--- config.mk ---
export PLATFORM = sky130hd
export DESIGN_NAME = vrid_regs
export DESIGN_NICKNAME = d
export VERILOG_FILES = /design/src/vrid_edge_sync.v /design/src/vrid_regs.v
export VERILOG_INCLUDE_DIRS = /design/src
export SDC_FILE = /design/constraint.sdc
export NUM_CORES = 1
export LEC_CHECK = 0
export BUFFER_PORTS_ARGS = -buffer_cell sky130_fd_sc_hd__buf_4
export CAP_MARGIN = 30
export CORE_UTILIZATION = 35
export CTS_CLUSTER_SIZE = 8
export DETAILED_ROUTE_END_ITERATION = 10
export HOLD_SLACK_MARGIN = 0.15
export PLACE_DENSITY = 0.58
export SETUP_SLACK_MARGIN = 0.4
export SLEW_MARGIN = 10
export SYNTH_ARGS = -nofsm -noshare
export SYNTH_HDL_FRONTEND = slang
export SYNTH_SLANG_ARGS = --single-unit
--- constraint.sdc ---
create_clock -name i_ref_clk -period 5.8 [get_ports i_ref_clk]
set_input_delay 1.74 -clock i_ref_clk [delete_from_list [all_inputs] [get_ports i_ref_clk]]
set_output_delay 1.74 -clock i_ref_clk [all_outputs]
set_load 0.05 [all_outputs]
--- src/vrid_consts.vh ---
// Constants for the vendor register bank with ID-resistor converter
//
// Behaviour
// - Vendor registers occupy addresses 30h to 3Fh
// - Boost bits 6:5 select transmit amplitude step
// - Boost register bits 0-4,7 read zero
// - Headset mode only when nibble equals 1010
// - Headset register upper nibble reads zero
// - Conversion register read 36-38h, write/set/clear
// - Bits 2:0 hold measured ID resistance code
// - Result code mirrored in carkit status register
// - Done flag bit 3 set after 282us
// - Conversion register read clears done; carkit read keeps
// - Start bit 4 launches conversion, self-clears
// - Enabled done flag raises alt_int
// - Effective enable ORs both enable bits
// - Latch bit 3 on enabled done rise, clear-on-read
`ifndef VRID_CONSTS_VH
`define VRID_CONSTS_VH
`define VRID_ADDR_LO        6'h30
`define VRID_ADDR_HI        6'h3F
`define VRID_ADDR_BOOST     6'h31
`define VRID_ADDR_HEADSET   6'h33
`define VRID_ADDR_CONV_WR   6'h36
`define VRID_ADDR_CONV_SET  6'h37
`define VRID_ADDR_CONV_CLR  6'h38
`define VRID_ADDR_CK_STAT   6'h20
`define VRID_ADDR_CK_LATCH  6'h21
`define VRID_HEADSET_KEY    4'hA
`define VRID_CONV_TIME_NS   282000
`define VRID_CLK_PERIOD_NS  10
`define VRID_CONV_WR_MASK   8'h70
`define VRID_BIT_DONE       3
`define VRID_BIT_GO         4
`define VRID_BIT_IEN        6
`define VRID_CODE_ERROR     3'h7
`endif

--- src/vrid_edge_sync.v ---
// Two-flop synchroniser with edge detection for the link clock
`timescale 1ns/1ps
`default_nettype none
module vrid_edge_sync
(
   input  wire i_ref_clk,
   input  wire i_rst,
   input  wire i_async,
   output reg  o_level,
   output reg  o_rise
);
   reg meta;
   reg prev;
   always @(posedge i_ref_clk)
   begin
      if (i_rst)
      begin
         meta    <= 1'b0;
         o_level <= 1'b0;
         prev    <= 1'b0;
         o_rise  <= 1'b0;
      end
      else
      begin
         meta    <= i_async;
         o_level <= meta;
         prev    <= o_level;
         o_rise  <= o_level & ~prev;
      end
   end
endmodule // vrid_edge_sync
`default_nettype wire

--- src/vrid_regs.v ---
// Vendor register bank: boost, headset mode, ID-resistor converter
`timescale 1ns/1ps
`default_nettype none
`include "vrid_consts.vh"
module vrid_regs
#(
   parameter CONV_CYCLES = (`VRID_CONV_TIME_NS + `VRID_CLK_PERIOD_NS - 1)
                           / `VRID_CLK_PERIOD_NS
)
(
   input  wire       i_ref_clk,
   input  wire       i_rst,
   input  wire       i_link_clk,
   input  wire       i_reg_wr,
   input  wire       i_reg_rd,
   input  wire [5:0] i_reg_addr,
   input  wire [7:0] i_reg_wdata,
   input  wire       i_carkit_irq_enable,
   input  wire [2:0] i_id_resistor_meas,
   output reg  [7:0] o_reg_rdata,
   output reg        o_reg_rvalid,
   output reg  [1:0] o_tx_boost,
   output reg        o_headset_mode,
   output reg        o_id_conversion_active,
   output reg  [2:0] o_carkit_id_resistor_code,
   output reg        o_carkit_id_conversion_done,
   output reg        o_id_conversion_latch,
   output reg        o_alt_int
);
   // ****************************************************
   // Request sampling on the link clock
   // ****************************************************
   // Request strobes are on link timing; ref clock finds its edges
   wire       link_level;
   wire       link_rise;
   reg  [5:0] addr_s1;
   reg  [5:0] addr_s2;
   reg  [7:0] wdata_s1;
   reg  [7:0] wdata_s2;
   reg  [1:0] wr_s;
   reg  [1:0] rd_s;
   reg  [2:0] meas_s1;
   reg  [2:0] meas_s2;
   reg  [1:0] ck_en_s;

   vrid_edge_sync u_link_sync
   (
      .i_ref_clk (i_ref_clk),
      .i_rst     (i_rst),
      .i_async   (i_link_clk),
      .o_level   (link_level),
      .o_rise    (link_rise)
   );

   always @(posedge i_ref_clk)
   begin
      if (i_rst)
      begin
         addr_s1  <= 6'h00;
         addr_s2  <= 6'h00;
         wdata_s1 <= 8'h00;
         wdata_s2 <= 8'h00;
         wr_s     <= 2'h0;
         rd_s     <= 2'h0;
         meas_s1  <= 3'h0;
         meas_s2  <= 3'h0;
         ck_en_s  <= 2'h0;
      end
      else
      begin
         addr_s1  <= i_reg_addr;
         addr_s2  <= addr_s1;
         wdata_s1 <= i_reg_wdata;
         wdata_s2 <= wdata_s1;
         wr_s     <= {wr_s[0], i_reg_wr};
         rd_s     <= {rd_s[0], i_reg_rd};
         meas_s1  <= i_id_resistor_meas;
         meas_s2  <= meas_s1;
         ck_en_s  <= {ck_en_s[0], i_carkit_irq_enable};
      end
   end

   // At most one write and one read per rising link edge
   wire wr_take = link_rise & wr_s[1];
   wire rd_take = link_rise & rd_s[1];

   // ****************************************************
   // Register state
   // ****************************************************
   reg  [1:0]  boost;
   reg  [3:0]  headset;
   reg  [2:0]  id_resistor_code;
   reg         id_conversion_done;
   reg         id_conversion_go;
   reg         rsvd5;
   reg         id_conversion_irq_enable;
   reg  [31:0] conv_cnt;
   reg         done_prev;

   wire [7:0] conv_val = {1'b0, id_conversion_irq_enable, rsvd5,
                          id_conversion_go, id_conversion_done,
                          id_resistor_code};
   wire       irq_en_eff = id_conversion_irq_enable | ck_en_s[1];
   wire       conv_end = id_conversion_go && (conv_cnt == 32'h0);
   wire       conv_rd = rd_take && (addr_s2 >= `VRID_ADDR_CONV_WR)
                        && (addr_s2 <= `VRID_ADDR_CONV_CLR);
   wire       latch_rd = rd_take && (addr_s2 == `VRID_ADDR_CK_LATCH);
   wire       latch_set = irq_en_eff & id_conversion_done & ~done_prev;

   // Only bits 6:4 are link-writable; code and done belong to hardware
   function [7:0] i_reg_wdata_mask;
      input [7:0] d;
      begin
         i_reg_wdata_mask = d & `VRID_CONV_WR_MASK;
      end
   endfunction

   reg  [7:0] next_conv;
   always @*
   begin
      next_conv = conv_val;
      if (wr_take)
      begin
         case (addr_s2)
            `VRID_ADDR_CONV_WR:
               next_conv = (conv_val & ~`VRID_CONV_WR_MASK)
                         | (i_reg_wdata_mask(wdata_s2));
            `VRID_ADDR_CONV_SET:
               next_conv = conv_val | i_reg_wdata_mask(wdata_s2);
            `VRID_ADDR_CONV_CLR:
               next_conv = conv_val & ~i_reg_wdata_mask(wdata_s2);
            default:
               next_conv = conv_val;
         endcase
      end
   end

   always @(posedge i_ref_clk)
   begin
      if (i_rst)
      begin
         boost                    <= 2'h0;
         headset                  <= 4'h0;
         id_resistor_code         <= 3'h0;
         id_conversion_done       <= 1'b0;
         id_conversion_go         <= 1'b0;
         rsvd5                    <= 1'b0;
         id_conversion_irq_enable <= 1'b0;
         conv_cnt                 <= 32'h0;
         done_prev                <= 1'b0;
         o_id_conversion_latch    <= 1'b0;
      end
      else
      begin
         done_prev <= id_conversion_done;
         if (wr_take && addr_s2 == `VRID_ADDR_BOOST)
            boost <= wdata_s2[6:5];
         if (wr_take && addr_s2 == `VRID_ADDR_HEADSET)
            headset <= wdata_s2[3:0];
         // Bit 5 kept as written; link must hold it at zero
         rsvd5                    <= next_conv[5];
         id_conversion_irq_enable <= next_conv[`VRID_BIT_IEN];
         if (conv_end)
         begin
            id_conversion_go   <= 1'b0;
            id_conversion_done <= 1'b1;
            id_resistor_code   <= meas_s2;
         end
         else
         begin
            id_conversion_go <= next_conv[`VRID_BIT_GO];
            if (next_conv[`VRID_BIT_GO] && !id_conversion_go)
               conv_cnt <= CONV_CYCLES - 1;
            else if (id_conversion_go)
               conv_cnt <= conv_cnt - 32'h1;
            if (conv_rd)
               id_conversion_done <= 1'b0;
         end
         // Set wins over a clearing read in the same cycle
         if (latch_set)
            o_id_conversion_latch <= 1'b1;
         else if (latch_rd)
            o_id_conversion_latch <= 1'b0;
      end
   end

   // ****************************************************
   // Read path and outputs
   // ****************************************************
   reg [7:0] next_rdata;
   always @*
   begin
      case (addr_s2)
         `VRID_ADDR_BOOST:     next_rdata = {1'b0, boost, 5'h00};
         `VRID_ADDR_HEADSET:   next_rdata = {4'h0, headset};
         `VRID_ADDR_CONV_WR,
         `VRID_ADDR_CONV_SET,
         `VRID_ADDR_CONV_CLR:  next_rdata = conv_val;
         `VRID_ADDR_CK_STAT:   next_rdata = {1'b0, id_conversion_done,
                                             id_resistor_code, 3'h0};
         `VRID_ADDR_CK_LATCH:  next_rdata = {4'h0, o_id_conversion_latch,
                                             3'h0};
         default:              next_rdata = 8'h00;
      endcase
   end

   always @(posedge i_ref_clk)
   begin
      if (i_rst)
      begin
         o_reg_rdata                 <= 8'h00;
         o_reg_rvalid                <= 1'b0;
         o_tx_boost                  <= 2'h0;
         o_headset_mode              <= 1'b0;
         o_id_conversion_active      <= 1'b0;
         o_carkit_id_resistor_code   <= 3'h0;
         o_carkit_id_conversion_done <= 1'b0;
         o_alt_int                   <= 1'b0;
      end
      else
      begin
         o_reg_rvalid <= rd_take;
         if (rd_take)
            o_reg_rdata <= next_rdata;
         o_tx_boost                  <= boost;
         o_headset_mode              <= (headset == `VRID_HEADSET_KEY);
         o_id_conversion_active      <= id_conversion_go;
         o_carkit_id_resistor_code   <= id_resistor_code;
         o_carkit_id_conversion_done <= id_conversion_done;
         o_alt_int <= irq_en_eff & id_conversion_done;
      end
   end
endmodule // vrid_regs
`default_nettype wire

======== After elaboration in Yosys (flattened, before gate mapping) ========
Cells that the tools add are included.
cells by class
  $add $sub $neg .......................... 1
  magnitude comparators ................... 2
  bitwise logic cells ..................... 13
  equality and inequality tests ........... 8
  multiplexer cells ....................... 9
  reductions and logical operators ........ 17
operator list
  cell                                                                   count
  32-bit two-way mux                                                     2
  6-bit equality test (second input constant)                            7
  7-bit case mux with 5 select lines                                     1
  32-bit logical NOT                                                     1
  32-bit by 1-bit subtractor with 32-bit output (second input constant)  1
  7-bit case mux with 3 select lines                                     1
  7-bit bitwise AND                                                      1
  1-bit logical AND                                                      7
  7-bit NOT                                                              1
  4-bit by 7-bit bitwise OR with 7-bit output                            1
  7-bit bitwise OR                                                       1
  6-bit >= comparator (second input constant)                            1
  6-bit <= comparator (second input constant)                            1
  2-bit nonzero test                                                     3
  1-bit bitwise AND                                                      5
  5-bit two-way mux                                                      1
  4-bit equality test (second input constant)                            1
  1-bit two-way mux                                                      4
  2-bit AND reduction                                                    2
  1-bit NOT                                                              3
  3-bit nonzero test                                                     1
  3-bit OR reduction                                                     1
  2-bit OR reduction                                                     1
  1-bit logical NOT                                                      1
  1-bit bitwise OR                                                       1
storage, ports and cells
  output and inout port bits .............. 19
  bits in registers ....................... 106
  input bits .............................. 23

======== Logic depth before layout (Yosys ltp) ========
  depth after elaboration ................. 7
  gate-level depth with buffers ........... 8
  gate-level depth less buffers ........... 7

======== Cells and area by module ========
From an unflattened synthesis, not the netlist that was laid out.
unflattened totals
  cells, all modules ...................... 433
  area, all modules ....................... 4175.3 um2
modules (own cells, without submodules)
  module          area each (um2)  seq. area each (um2)  instances  cells each
  vrid_regs       4063.9           2021.9                1          425
  vrid_edge_sync  111.4            80.1                  1          8

======== Worst setup path before layout ========
Ideal clock, no wire load.
  kind .................................... input to register
  start ................................... input port i_rst
  end ..................................... register conv_cnt[5]
  cell stages on the path ................. 4
  data arrival time ....................... 2.625 ns
  path slack .............................. 3.043 ns
  path buffers ............................ 3
  library setup time ...................... 0.131 ns
  required time ........................... 5.669 ns
  path through ............................ clkbuf_1 -> clkbuf_1 -> clkbuf_1 -> nor3_1
RTL lines
  what                    line             RTL
  start: declaration      vrid_regs.v:12   input wire i_rst,
  end signal: assignment  vrid_regs.v:173  conv_cnt <= CONV_CYCLES - 1;
  end signal: assignment  vrid_regs.v:175  conv_cnt <= conv_cnt - 32'h1;
  end: declaration        vrid_regs.v:97   reg [31:0] conv_cnt;
No word-level cell between the ends.

==> results summary <==
The total power came out at 1.42 mW. The number of clock sinks seen by CTS came out at 105. The setup fix buffers added after clock tree synthesis came out at 0. Entering global routing, the biggest net connects 73 pins.

The primary flip-flop cell chosen by synthesis mapping is sky130_fd_sc_hd__dfxtp_1. The port buffer count is 39. The average wire per standard cell came out at 14.5 µm. In this run the mean area of a mapped cell was roughly 9.5 µm².

Along the worst path, the maximum fanout reaches 72. The TritonCTS clock tree is built. The die outline area is between 10000 and 15000 µm². Relative to the synthesized area, the layout overhead comes to 17.4%. The initial standard-cell utilization of the core came out at between 30% and 40%. The number of buffers created by CTS came out at 9. The number of buffers on the longest clock path came out at 2. The worst-path cell with the longest stage delay is sky130_fd_sc_hd__nand2_1. The highest cell delay on the worst timing path came out at 580 ps. Counting flops with a built-in enable in the synthesized netlist gives 0. Clock skew on the completed layout was measured at between 8 and 9 ps. After detailed routing, the number of remaining DRC violations is 0. The floorplan row count is 39.

The largest total area in the synthesized netlist belongs to sky130_fd_sc_hd__dfxtp_1. Subtracting the final worst setup slack from the clock period gives roughly 3000 ps. The number of H-tree levels came out at 3. In the synthesized netlist, the cells that appear most often are sky130_fd_sc_hd__dfxtp_1 (105), sky130_fd_sc_hd__nor2b_1 (51), sky130_fd_sc_hd__nor2_1 (27).

The placed wire-length estimate after detailed placement came out at 6150 µm. The register bit total from synthesis is between 100 and 150. Among all cell types in the netlist, the one instantiated most often is sky130_fd_sc_hd__dfxtp_1. The critical path arrival came out at ~3200 ps. The number of antenna repair diodes is 0.

The proportion of layout cells with a drive suffix above 1 came out at about 16%. The max-cap check violation count is 0. The congestion estimate from routability-driven global placement came to 0.827. The max-slew violation count is 0. The number of instances resized during post-cts repair came out at 0. In this run the clock root is driven by a sky130_fd_sc_hd__clkbuf_16. The number of nets in the synthesized netlist is between 400 and 500. The number of global-route vias before repair was around 3100. The violation count after the first detailed-route iteration came out at 221. The period utilization is 52.1%. For the worst flop-to-flop path, the logic depth is 5. The layout has 1123 filler cells. The detailed-router iteration count before antenna repair came out at 5. After synthesis, the share of flip-flops with an asynchronous set or reset is 0%. After detailed routing, the total wire length is 8890 µm. The first-pass GRT wire length is 15200 µm. Clock-pin slew was measured on the worst setup and hold paths at approximately 80 ps. The final setup violation count came out at 0. The residual overflow from global routing is 0. The critical path is of the in2reg type. The sequential share of the synthesized area is about half.

For the pin with the worst max-slew slack, the measured transition is between 900 and 1000 ps. The worst IR drop on VDD is 0.000259 V. The count of cell types in the netlist came out at slightly below 60. The via total after detailed routing is between 3000 and 4000. The startpoint type of the worst setup path is an input port.

The die width is around 110 µm. The global-route usage over all layers is 15.2%. The hold buffer count at cts came out at 0. The worst pin sits at a relative slew slack of 39.0%. Summed over all cells, the static leakage comes to between 1.5 and 2 nW. The run finished with clean final reports. For this run, the post-layout net count is a little under 500. During synthesis, Yosys emitted a total of 0 warnings. For the worst-skew pair, the clock arrives at the later sink with an insertion delay of about 350 ps. The instance count of the mapped netlist came out at 434. For this run, the top clock speed supported by timing is 0.331 GHz. STA classifies the critical path endpoint as a flip-flop. The number of hold violations in the final report came to 0. For this design the top-level I/O count stands at 42. Setup repair after global routing left no endpoint under its margin. The share of synthesized area in the top cell type comes to about half.

The number of antenna violations at the first check in global routing is 0. The vertical die dimension came out at 111 µm. The power per cell area is 292 nW/µm². The critical path goes through buf_4 > inv_1 > nand2_1 > nor2_1. The class of the worst hold path is reg2reg. By area the synthesized netlist is led by sky130_fd_sc_hd__dfxtp_1 (51%), sky130_fd_sc_hd__nor2b_1 (7.7%), sky130_fd_sc_hd__a21oi_1 (3.0%). The setup TNS came out at 0 ps. The number of vias per cell is about 5.3. The hold-critical path depth came out at 1. The placeable core region came out at approximately 11000 µm². The post-synthesis instance area is just over 4000 µm². The number of routed nets with antenna violations is 0. At the worst endpoint, the required time is 6020 ps.
kinds of logic after synthesis:
logic type / Yosys count / synth area share, %
and+or+nand+nor: 197 / 28.4
DFF: 105 / 50.8
AOI/OAI and AO/OA: 88 / 14.5
buffers and inverters: 29 / 2.78
muxes: 12 / 2.93
adders and majority gates: 1 / 0.302
other: 1 / 0.0906
xor gates and xnor gates: 1 / 0.212
cell usage in the layout, fill, tap and decap left out, drive strengths merged, types with 4 or more instances in the layout:
master,count
a31oi,4
a22oi,5
nand4,8
mux2i,11
nor3,12
nor4,12
nor2b,51
o41ai,6
nand3,14
o31ai,6
clkbuf,9
nor2,27
dfxtp,105
nand2b,10
o21ai,18
a21oi,25
nand4b,4
inv,14
or4,8
or4b,4
buf,40
nand2,25
a211oi,4
or3,8
and3,4
area by class of cell:
class / count / area, µm² / area share (%)
Sequential cell: 105 / 2100 / 43.3
Inverter: 10 / 37.5 / 0.772
Timing Repair Buffer: 40 / 300 / 6.18
Clock buffer: 9 / 225 / 4.63
Multi-Input combinational cell: 300 / 1920 / 39.6
Clock inverter: 7 / 92.6 / 1.91
Tap cell: 143 / 179 / 3.68
sequential cells by signal, indices dropped and copies added, names as in the netlist, 4 cells and up:
| signal | count |
|---|---|
| addr_s2 | 6 |
| wdata_s1 | 7 |
| o_reg_rdata | 7 |
| headset | 4 |
| conv_cnt | 32 |
| wdata_s2 | 7 |
| addr_s1 | 6 |
path summary, 6_finish.rpt:
check                   startpoint                 end  slack [ps]
setup / recovery             i_rst         conv_cnt[7]        2780
setup reg to reg        addr_s2[3]         conv_cnt[7]        3270
hold reg to reg   u_link_sync.prev  u_link_sync.o_rise         380
hold / removal    u_link_sync.prev  u_link_sync.o_rise         380
critical path, delay by kind of cell:
kind,cells,cell delay (ps)
buf+inv,2,790
simple gates,2,690
per-stage QoR:
step | instance area, µm² | util, % | instances | worst slack (ps) | hold WS (ps)
floorplan | 4140 | - | 434 | 3040 | 367
global placement | 4530 | 39.5 | 597 | 2390 | 373
detailed placement | 4540 | 39.6 | 598 | 2370 | 376
CTS | 4860 | 42.4 | 614 | 2750 | 387
global route | 4860 | 42.4 | 614 | 2580 | 408
finish | 4860 | 42.4 | 614 | 2780 | 384
per-layer routing:
layer	up-vias	track usage (%)	wire length, µm
li1	1644	-	-
met1	1542	21.6	4590
met2	80	22.3	3840
met3	9	3.39	370
met4	0	5.87	95
met5	-	0	0
where the power goes:
part,switching (mW),total (mW),internal [mW]
combinational,0.0199,0.0389,0.0190
sequential,0.00734,0.741,0.734
clock,0.291,0.638,0.347
(Power assumes the default switching activity.)
